`config.mk`:
```
export PLATFORM = sky130hd
export DESIGN_NAME = chan_alarm_intr
export DESIGN_NICKNAME = d
export VERILOG_FILES = /design/src/lineif_intr_pkg.sv /design/src/chan_addr_decode.sv /design/src/chan_alarm_intr.sv
export SDC_FILE = /design/constraint.sdc
export NUM_CORES = 1
export LEC_CHECK = 0
export BUFFER_PORTS_ARGS = -buffer_cell sky130_fd_sc_hd__buf_2
export CAP_MARGIN = 20
export CORE_MARGIN = 4
export CORE_UTILIZATION = 34
export DETAILED_ROUTE_END_ITERATION = 7
export SYNTH_ARGS = -nofsm -noshare
export SYNTH_HDL_FRONTEND = slang
export SYNTH_HIERARCHICAL = 1
export SYNTH_SLANG_ARGS = --single-unit
```
`constraint.sdc`:
```
create_clock -name clk -period 1.48 [get_ports clk]
set_input_delay 0.37 -clock clk [delete_from_list [all_inputs] [get_ports clk]]
set_output_delay 0.37 -clock clk [all_outputs]
set_load 0.05 [all_outputs]
```
`src/lineif_intr_pkg.sv`:
```
/*
 * Shared constants and carrier types for the per-channel alarm change
 * interrupt logic: register offsets, channel row ranges, reset values and
 * the packed structs that carry alarms, bus requests and channel state.
 * Assumes a byte-wide synchronous microprocessor port, 8-bit addresses.
 */
// Summary of operation
// - Enable bit 1 set: any change of receive signal loss raises interrupt.
// - Enable bit 1 is read/write; 0 disables, 1 enables signal loss interrupt.
// - Enable bit 0 set: drive monitor going to 1 or 0 raises interrupt.
// - Enable bit 0 is read/write; 0 disables, 1 enables drive monitor interrupt.
// - Flag bit 3 latches FIFO-limit change since last read; read clears it.
// - Alarm status bit 3 shows present FIFO-limit alarm state.
// - Flag bit 2 latches lock loss change since last read; read clears it.
// - Alarm status bit 2 shows present receive lock loss state.
// - Flags at address row-nibble then 2, rows 0-5 and 8-D; bits 7-4 reserved.
// - Enable bit 3 set: FIFO-limit alarm declare or clear raises interrupt.
// - Enable bit 2 set: lock loss declare or clear raises interrupt.
// - Flag bit 1 latches signal loss change since last read; read clears it.
// - Flag bit 0 latches drive monitor change since last read; read clears it.
package lineif_intr_pkg;

    // ------------------------------------------------------------------
    // Register map
    // ------------------------------------------------------------------
    localparam logic [3:0] OFS_ENABLES    = 4'h1;  // Low nibble, enable register
    localparam logic [3:0] OFS_FLAGS      = 4'h2;  // Low nibble, change flags
    localparam logic [3:0] OFS_ALARM      = 4'h3;  // Low nibble, present alarms
    localparam logic [3:0] ROW_LOW_LAST   = 4'h5;  // Rows 0..5 hold channels 0..5
    localparam logic [3:0] ROW_HIGH_FIRST = 4'h8;  // Rows 8..D hold channels 6..11
    localparam logic [3:0] ROW_HIGH_LAST  = 4'hD;
    localparam logic [3:0] ROW_GAP        = 4'h2;  // Upper bank row minus channel
    localparam int         NUM_CH_DEF     = 12;

    // ------------------------------------------------------------------
    // Reset values
    // ------------------------------------------------------------------
    localparam logic [3:0] ENABLES_RST  = 4'h0;
    localparam logic [3:0] FLAGS_RST    = 4'h0;
    localparam logic [3:0] RESERVED_RD  = 4'h0;   // Bits 7..4 read value
    localparam logic [7:0] RDATA_RST    = 8'h00;

    // ------------------------------------------------------------------
    // Carriers
    // ------------------------------------------------------------------
    // Bit 3 FIFO limit, bit 2 lock loss, bit 1 signal loss, bit 0 drive monitor
    typedef struct packed {
        logic fifo_limit_alarm;
        logic receive_lock_loss;
        logic receive_signal_loss;
        logic transmit_drive_monitor;
    } alarm_s;

    typedef struct packed {
        logic       rd;     // One-cycle read strobe
        logic       wr;     // One-cycle write strobe
        logic [7:0] addr;
        logic [7:0] wdata;
    } bus_req_s;

    typedef struct packed {
        logic   primed;     // Previous alarm sample is valid
        alarm_s prev;       // Alarm sample of the last enabled cycle
        alarm_s flags;      // Latched changes, cleared on read
        alarm_s enables;    // Per-source enables
    } chan_state_s;

endpackage

```
`src/chan_addr_decode.sv`:
```
/*
 * Address decoder for the per-channel register rows: maps an 8-bit
 * address to a channel index, a low-nibble register offset and a hit flag.
 * Assumes purely combinational use inside the interrupt block.
 */
`timescale 1ns/1ps
module chan_addr_decode
    import lineif_intr_pkg::*;
#(
    parameter int NUM_CH = NUM_CH_DEF
) (
    input  wire logic [7:0] addr,
    output logic            hit,
    output logic [3:0]      ch_idx,
    output logic [3:0]      reg_ofs
);

    // ------------------------------------------------------------------
    // Row to channel mapping
    // ------------------------------------------------------------------
    logic [3:0] row;

    assign row     = addr[7:4];
    assign reg_ofs = addr[3:0];

    // Lower bank rows map straight, upper bank skips the shared rows
    always_comb begin
        hit    = 1'b0;
        ch_idx = 4'h0;
        if (row <= ROW_LOW_LAST) begin
            ch_idx = row;
            hit    = 1'b1;
        end else if (row >= ROW_HIGH_FIRST && row <= ROW_HIGH_LAST) begin
            ch_idx = 4'(row - ROW_GAP);
            hit    = 1'b1;
        end
        if (32'(ch_idx) >= NUM_CH) begin
            hit = 1'b0;
        end
    end

endmodule // chan_addr_decode

```
`src/chan_alarm_intr.sv`:
```
/*
 * Per-channel alarm change interrupt logic. Each channel samples four alarm
 * conditions, latches every change in clear-on-read flags, gates the flags
 * with read/write enables and drives one registered interrupt request.
 * Assumes alarm inputs synchronous to clk and one-cycle port strobes.
 */
`timescale 1ns/1ps
module chan_alarm_intr
    import lineif_intr_pkg::*;
#(
    parameter int NUM_CH = NUM_CH_DEF
) (
    input  wire logic                clk,
    input  wire logic                rstn,
    input  wire logic                ce,
    input  wire bus_req_s            bus,
    input  wire alarm_s [NUM_CH-1:0] alarm,
    output logic [7:0]               rdata_r,
    output logic [NUM_CH-1:0]        chan_irq_r
);

    // ------------------------------------------------------------------
    // State
    // ------------------------------------------------------------------
    typedef struct packed {
        chan_state_s [NUM_CH-1:0] ch;
        logic [NUM_CH-1:0]        irq;
        logic [7:0]               rdata;
    } top_state_s;

    top_state_s st_r;
    top_state_s st_nxt;

    logic              hit;
    logic [3:0]        ch_idx;
    logic [3:0]        reg_ofs;
    logic [NUM_CH-1:0] sel;
    logic [NUM_CH-1:0] rd_clr;
    logic [NUM_CH-1:0] wr_en;

    // ------------------------------------------------------------------
    // Address decode
    // ------------------------------------------------------------------
    chan_addr_decode #(
        .NUM_CH  (NUM_CH)
    ) chan_addr_decode_inst (
        .addr    (bus.addr),
        .hit     (hit),
        .ch_idx  (ch_idx),
        .reg_ofs (reg_ofs)
    );

    // Per-channel selects for flag reads and enable writes
    for (genvar i = 0; i < NUM_CH; i++) begin : g_sel
        assign sel[i]    = hit && (ch_idx == 4'(i));
        assign rd_clr[i] = bus.rd && sel[i] && (reg_ofs == OFS_FLAGS);
        assign wr_en[i]  = bus.wr && sel[i] && (reg_ofs == OFS_ENABLES);
    end

    // ------------------------------------------------------------------
    // Next state
    // ------------------------------------------------------------------
    // Change detect, flag latch with set over clear, enable write, read mux
    always_comb begin
        logic [3:0] change;
        logic [7:0] rd_mux;
        change = 4'h0;
        rd_mux = RDATA_RST;
        st_nxt = st_r;
        if (ce) begin
            for (int i = 0; i < NUM_CH; i++) begin
                // First enabled cycle after reset only takes a sample
                change = st_r.ch[i].primed ? (alarm[i] ^ st_r.ch[i].prev) : 4'h0;
                st_nxt.ch[i].primed = 1'b1;
                st_nxt.ch[i].prev   = alarm[i];
                // A change in the clearing cycle survives the read
                st_nxt.ch[i].flags  = alarm_s'((rd_clr[i] ? FLAGS_RST
                                                          : st_r.ch[i].flags)
                                               | change);
                if (wr_en[i]) begin
                    st_nxt.ch[i].enables = alarm_s'(bus.wdata[3:0]);
                end
                // Request follows the flags and enables it will hold
                st_nxt.irq[i] = |(st_nxt.ch[i].flags
                                  & st_nxt.ch[i].enables);
                if (sel[i]) begin
                    case (reg_ofs)
                        OFS_ENABLES: rd_mux = {RESERVED_RD, st_r.ch[i].enables};
                        OFS_FLAGS:   rd_mux = {RESERVED_RD, st_r.ch[i].flags};
                        OFS_ALARM:   rd_mux = {RESERVED_RD, alarm[i]};
                        default:     rd_mux = RDATA_RST;
                    endcase
                end
            end
            if (bus.rd) begin
                st_nxt.rdata = rd_mux;
            end
        end
    end

    // ------------------------------------------------------------------
    // Registers
    // ------------------------------------------------------------------
    // Whole state held in one register; ce low freezes it
    always_ff @(posedge clk or negedge rstn) begin
        if (!rstn) begin
            for (int i = 0; i < NUM_CH; i++) begin
                st_r.ch[i].primed  <= 1'b0;
                st_r.ch[i].prev    <= alarm_s'(FLAGS_RST);
                st_r.ch[i].flags   <= alarm_s'(FLAGS_RST);
                st_r.ch[i].enables <= alarm_s'(ENABLES_RST);
            end
            st_r.irq   <= '0;
            st_r.rdata <= RDATA_RST;
        end else begin
            st_r <= st_nxt;
        end
    end

    assign rdata_r    = st_r.rdata;
    assign chan_irq_r = st_r.irq;

    for (genvar i = 0; i < NUM_CH; i++) begin : g_chk

    end
endmodule // chan_alarm_intr

```
; ---- Word level (Yosys, flattened, before mapping)
; Cells that the tools add are included.
[totals]
ff_bits = 165
latchBits = 0
ram_bits = 0
rom_bits = 0
inputBits = 69
out_inout_bits = 20
wordCells = 354
n_memories = 0
[classes]
n_addsub = 1
n_mul = 0
div = 0
magnitude_cmp = 4
eq_ne = 14
shifts = 0
mux = 77
bitwise = 36
n_reduce_logical = 75
[ops]
columns = cell, count
row1 = two-way mux 4 bit, 51
row2 = one-hot mux 4 bit (3 select lines), 12
row3 = two-way mux 8 bit, 11
row4 = logical AND 1 bit, 61
row5 = bitwise AND 4 bit, 12
row6 = bitwise OR 4 bit, 12
row7 = OR reduction 4 bit, 12
row8 = XOR 4 bit, 12
row9 = equality test 4 x 2 -> 1 bit (second input constant), 4
row10 = equality test 4 x 3 -> 1 bit (second input constant), 4
row11 = equality test 4 bit (second input constant), 4
row12 = equality test 4 x 1 -> 1 bit (second input constant), 2
row13 = greater-or-equal comparator 4 bit (second input constant), 2
row14 = less-or-equal comparator 4 x 3 -> 1 bit (second input constant), 1
row15 = less-or-equal comparator 4 bit (second input constant), 1
row16 = logical NOT 4 bit, 1
row17 = subtractor 4 x 2 -> 4 bit (second input constant), 1
row18 = two-way mux 1 bit, 3
row19 = AND reduction 2 bit, 1

; ---- Longest topological paths before layout
[logic_depth]
ltp_word = 19
ltp_mapped = 11
mapped_depth_nobuf = 10

; ---- By module
; Netlist, hierarchy kept.
[by_module_without_submodules]
columns = mod, instances, cells_per_inst, area_each_um2, seq_area_each_um2
row1 = chan_alarm_intr, 1, 916, 9236.4, 4028.9
row2 = chan_addr_decode, 1, 15, 117.6, 0.0

; ---- Worst setup path before layout
; No wires, ideal clock.
[synth_path]
path_kind = input to register
start = input port bus[13] (netlist bit)
end = register st_r, in the netlist chan_irq_r[2]
setup_time_ns = 0.126
arrival_ns = 2.396
required_ns = 1.354
slack_ns = -1.042
path_stages = 10
path_buffers = 1
path_cell_list = inv_1 > ha_1 > a2bb2oi_1 > or3b_1 > buf_4 > nor2_4 > nand2_1 > a22oi_1 > o22ai_1 > o32a_1
[synth_between]
elab_chain_len = 13
word_cells_on_any_way = 23
classes_between = add/sub (1) / order compare (4) / eq/ne (1) / mux (8) / bitwise (2) / reduce/logical (7)
[synth_rtl]
columns = item, line_no
row1 = start: declaration, chan_alarm_intr.sv:16  ; input wire bus_req_s bus,
row2 = greater-or-equal comparator 4 bit or less-or-equal comparator 4 bit (tied branches), chan_addr_decode.sv:33  ; end else if (row >= ROW_HIGH_FIRST && row <= ROW_HIGH_LAST) begin
row3 = logical AND 1 bit, chan_addr_decode.sv:33
row4 = two-way mux 4 bit, chan_addr_decode.sv:33
row5 = two-way mux 4 bit, chan_addr_decode.sv:30  ; if (row <= ROW_LOW_LAST) begin
row6 = greater-or-equal comparator 4 bit, chan_addr_decode.sv:37  ; if (32'(ch_idx) >= NUM_CH) begin
row7 = two-way mux 1 bit (*), chan_addr_decode.sv:37
row8 = named net hit, chan_alarm_intr.sv:34  ; logic hit;
row9 = logical AND 1 bit (*), chan_alarm_intr.sv:55  ; assign sel[i] = hit && (ch_idx == 4'(i));
row10 = logical AND 1 bit (on tied branches) (2 in series), "chan_alarm_intr.sv:56, chan_alarm_intr.sv:57"
row11 = two-way mux 4 bit (on tied branches), "chan_alarm_intr.sv:77, chan_alarm_intr.sv:80"
row12 = bitwise OR 4 bit or two-way mux 4 bit (tied branches), "chan_alarm_intr.sv:79, chan_alarm_intr.sv:70"
row13 = bitwise AND 4 bit (*), chan_alarm_intr.sv:85  ; & st_nxt.ch[i].enables);
row14 = OR reduction 4 bit (*), chan_alarm_intr.sv:84  ; st_nxt.irq[i] = |(st_nxt.ch[i].flags
row15 = end signal: assignment, chan_alarm_intr.sv:116  ; st_r <= st_nxt;
row16 = end: declaration, chan_alarm_intr.sv:31  ; top_state_s st_r;
; The timed path passes the listed nets; every way through them passes the cells marked *. The select of a mux whose other input is x is not followed.
; A chain may end at the register's enable or synchronous reset.

; ---- Final worst setup path
[layout_path]
start = input port bus[14] (netlist bit)
end = register st_r, in the netlist chan_irq_r[3]
; The elaborated chain is that of the path after synthesis.

==> run_summary.xml <==
<?xml version="1.0" encoding="UTF-8"?>
<metrics>
  <group name="synth">
    <metric name="synth_common_cells" unit="">161 x dfrtp_1, 112 x nor2_1, 111 x mux2_2</metric>
    <metric name="ys_dominant_reg_cell" unit="">dfrtp_1</metric>
    <metric name="synth_area" unit="um2">9350</metric>
    <metric name="synth_edf_count" unit="">0</metric>
    <metric name="synth_area_leaders" unit="">dfrtp_1 43%, mux2_2 13%, mux2i_1 5.6%, a22oi_1 5.5%, a21oi_1 4.9%</metric>
    <metric name="postSynthRegisterBits" unit="">161</metric>
    <metric name="sequential_fraction_of_the_synthesis_area" unit="">0.431</metric>
    <metric name="synth_area_leader_cell" unit="">dfrtp_1</metric>
    <metric name="synth.distinct_cells" unit="">58</metric>
    <metric name="synth_largest_type_area_fraction" unit="">0.431</metric>
    <metric name="avgSynthCellArea" unit="um2">10.0</metric>
    <metric name="synthMostInstantiatedCell" unit="">dfrtp_1</metric>
    <metric name="async_reset_ff_frac" unit="">1.00</metric>
    <metric name="number_of_cells_produced_by_synthesis" unit="">931</metric>
    <metric name="yosysWarnings" unit="">6</metric>
  </group>
  <group name="cts">
    <metric name="tritoncts" unit="">built</metric>
    <metric name="root_buffer" unit="">clkbuf_16</metric>
    <metric name="cts.sink_count" unit="">161</metric>
    <metric name="numCtsBuffers" unit="">17</metric>
    <metric name="h-tree-depth" unit="">4</metric>
    <metric name="worstSkewPairLatency" unit="ns">0.44</metric>
    <metric name="register_clock_pin_slew_on_the_reported_worst_setup_and_hold_paths" unit="ns">0.08</metric>
    <metric name="clock_tree.buffer_depth" unit="">2</metric>
  </group>
  <group name="timing">
    <metric name="timing.setup.tns" unit="ns">-32.99</metric>
    <metric name="setup_repair_after_global_routing_missed_its_margin" unit="">true</metric>
    <metric name="fin_skew" unit="ns">0.0131</metric>
    <metric name="fin_crit" unit="ns">2.10</metric>
    <metric name="timing.fmax" unit="GHz">0.476</metric>
    <metric name="final.hold.worst_slack" unit="ns">0.198</metric>
    <metric name="setup_viol_count_final" unit="">112</metric>
    <metric name="finalCritPeriodShare" unit="">1.42</metric>
    <metric name="timing.final.ws_setup" unit="ns">-0.622</metric>
    <metric name="report.final.slew_viol_count" unit="">0</metric>
    <metric name="hold_viol_final" unit="">0</metric>
    <metric name="slew-limit-headroom" unit="">0.588</metric>
    <metric name="tightest_slew" unit="ns">0.618</metric>
  </group>
  <group name="worst_setup_path">
    <metric name="slowest_stage_cell_cp" unit="">or3b_4</metric>
    <metric name="worst-path-max-fanout" unit="">5</metric>
    <metric name="worstReg2RegStart" unit="">st_r[26]$_DFFE_PN0P_</metric>
    <metric name="ff2ff_path_depth" unit="">6</metric>
    <metric name="timing.critical_path.to_type" unit="">register</metric>
    <metric name="crit_start" unit="">bus[14]</metric>
    <metric name="timing.rr.end" unit="">rdata_r[2]$_DFFE_PN0P_</metric>
    <metric name="timing_worst_setup_path_type" unit="">in2reg</metric>
    <metric name="crit_end" unit="">chan_irq_r[3]$_DFFE_PN0P_</metric>
    <metric name="timing.reg2reg.setup_slack" unit="ns">-0.21</metric>
    <metric name="worst-endpoint-arrival" unit="ns">2.42</metric>
    <metric name="worstPathCellList" unit="">buf_12 &gt; inv_12 &gt; ha_4 &gt; a2bb2oi_4 &gt; or3b_4 &gt; nor2_4 &gt; nand2_4 &gt; mux2i_2 &gt; a21oi_1 &gt; o32a_1</metric>
    <metric name="cpPeakStageDelay" unit="ns">0.47</metric>
    <metric name="critPathLaunchType" unit="">input port</metric>
    <metric name="timing.critical_path.required" unit="ns">1.80</metric>
  </group>
  <group name="detailed_routing">
    <metric name="detail_route.wl_per_cell" unit="um">18.8</metric>
    <metric name="vias" unit="">8038</metric>
    <metric name="dr.pass1.iters" unit="">5</metric>
    <metric name="final_antenna_net_count" unit="">0</metric>
    <metric name="first_iter_violations" unit="">630</metric>
    <metric name="route.final.wire_length" unit="um">28300</metric>
    <metric name="drc" unit="">0</metric>
    <metric name="drt-vias-per-instance" unit="">5.36</metric>
  </group>
  <group name="global_route">
    <metric name="grt_util_all_layers" unit="">0.185</metric>
    <metric name="wire_length_of_the_first_global_routing_pass" unit="um">44900</metric>
    <metric name="grt_antenna_before_repair" unit="">1</metric>
    <metric name="number_of_global_route_vias_before_repair" unit="">8366</metric>
    <metric name="globalRouteOverflowTotal" unit="">0</metric>
    <metric name="largest_net_degree_at_the_start_of_global_routing" unit="">40</metric>
  </group>
  <group name="worst_hold_path">
    <metric name="worstHoldPathType" unit="">in2reg</metric>
  </group>
  <group name="place">
    <metric name="globalplace.congestion" unit="">0.823</metric>
    <metric name="io_buffer_count" unit="">80</metric>
    <metric name="place.detailed.hpwl" unit="um">19800</metric>
  </group>
  <group name="pwr">
    <metric name="power_leakage" unit="nW">5.65</metric>
    <metric name="power.ir.vdd_worst" unit="mV">0.623</metric>
    <metric name="power_per_unit_of_standard_cell_area" unit="nW/um2">887</metric>
  </group>
  <group name="floorplanning">
    <metric name="initial_utilization" unit="">0.346</metric>
    <metric name="chipWidth" unit="um">174</metric>
    <metric name="core" unit="um2">27000</metric>
    <metric name="die-area" unit="um2">30200</metric>
    <metric name="fp-row-count" unit="">60</metric>
    <metric name="boundaryPins" unit="">89</metric>
    <metric name="chip_height" unit="um">174</metric>
  </group>
  <group name="job">
    <metric name="max_cap_viol_count" unit="">0</metric>
  </group>
  <group name="layout">
    <metric name="synthToLayoutAreaGrowth" unit="%">42.0</metric>
    <metric name="final.fill_count" unit="">2472</metric>
    <metric name="sequential_area" unit="um2">4030</metric>
    <metric name="ratio_of_cells_with_drive_above_1_in_the_final_layout" unit="">0.529</metric>
    <metric name="combined_area_of_the_multi_input_logic_cells" unit="um2">5960</metric>
    <metric name="final_net_count" unit="">1215</metric>
  </group>
  <group name="status">
    <metric name="outcome" unit="">finished with violations</metric>
    <metric name="failed_checks" unit="">setup timing</metric>
  </group>
</metrics>
## sequential cells by signal, summed over array words and instances (netlist names)
name        flops
chan_irq_r     12
st_r          145
rdata_r         4
## how the worst min path moves through the flow
stage / from / to / depth (start not counted)
final: alarm[34] / st_r[134]$_DFFE_PN0P_ / 2
after global routing: alarm[34] / st_r[134]$_DFFE_PN0P_ / 2
after CTS: alarm[34] / st_r[134]$_DFFE_PN0P_ / 2
after detailed placement: rstn / st_r[133]$_DFFE_PN0P_ / 1
after global placement: rstn / st_r[133]$_DFFE_PN0P_ / 1
after floorplan: rstn / chan_irq_r[0]$_DFFE_PN0P_ / 0
## power by group
| group | total, mW | internal (mW) | switching [mW] |
|---|---|---|---|
| logic | 2.49 | 1.12 | 1.37 |
| clock network | 4.34 | 2.34 | 2.00 |
| registers | 4.96 | 4.70 | 0.258 |
| total | 11.8 | 8.16 | 3.63 |
## cell type report
type | instances | share of cell area
Tap cell | 341 | 0.0321
Inverter | 2 | 0.00207
Multi-Input combinational cell | 683 | 0.449
Timing Repair Buffer | 280 | 0.172
Antenna cell | 1 | 0.000188
Sequential cell | 161 | 0.303
Clock buffer | 18 | 0.0323
Clock inverter | 14 | 0.00979
## kinds of logic after synthesis
family	Yosys count	synth area share
compound gates	245	0.174
buf+inv	90	0.0506
other cells	1	0.000401
flops	161	0.431
xor+xnor	48	0.0449
fa+ha+maj	1	0.00134
mux	164	0.191
simple gates	221	0.108
## placed cells by master (no fill, tap or decap), drive strengths merged, types with 2 or more instances in the layout
cell,synthesis,routed
buf,50,274
dfrtp,161,161
nor2,116,116
mux2,112,112
a21oi,91,91
a22oi,69,69
nand2,60,60
mux2i,52,52
xor2,48,48
clkbuf,38,23
o22ai,19,19
nand3,17,17
o32a,12,12
a211oi,12,12
o21ai,11,11
a22o,8,8
inv,2,8
clkinvlp,0,5
a221oi,5,5
conb,1,4
o32ai,4,4
nor3,4,4
nor2b,4,4
a211o,3,3
a31oi,3,3
nand2b,3,3
and3,2,2
nand3b,2,2
or2,2,2
and3b,2,2
o211ai,2,2
clkinv,0,2
and2,2,2
## critical path, delay by kind of cell
family	cells	cell delay (ns)
AOI/OAI and AO/OA	3	0.65
adders and majority gates	1	0.29
buffers and inverters	2	0.13
muxes	1	0.24
and+or+nand+nor	3	0.74
## repair_timing
item / 4_1_cts / 5_1_grt
endpoints found under the hold margin: 29 / 0
pin swaps: 39 / 59
setup endpoints to repair: 117 / 118
setup buffers: 18 / 21
hold buffers: 1 / 0
gates resized for setup: 110 / 86
## routing by layer
metal	track usage	share of wire
met5	0	0
met4	0.0597	0.022
met3	0.0347	0.043
met2	0.295	0.47
met1	0.255	0.46
## through the flow
step | util | power, mW | instance area (um2) | worst slack (ns) | instances
CTS | 0.474 | 11.7 | 12800 | -0.544 | 1486
global placement | 0.434 | 7.17 | 11700 | -1.21 | 1444
global route | 0.492 | 12.3 | 13300 | -0.691 | 1500
floorplan | - | 6.38 | 9900 | -0.795 | 934
detailed placement | 0.434 | 7.21 | 11700 | -1.22 | 1444
finish | 0.492 | 11.8 | 13300 | -0.622 | 1500
(Power assumes the default switching activity.)
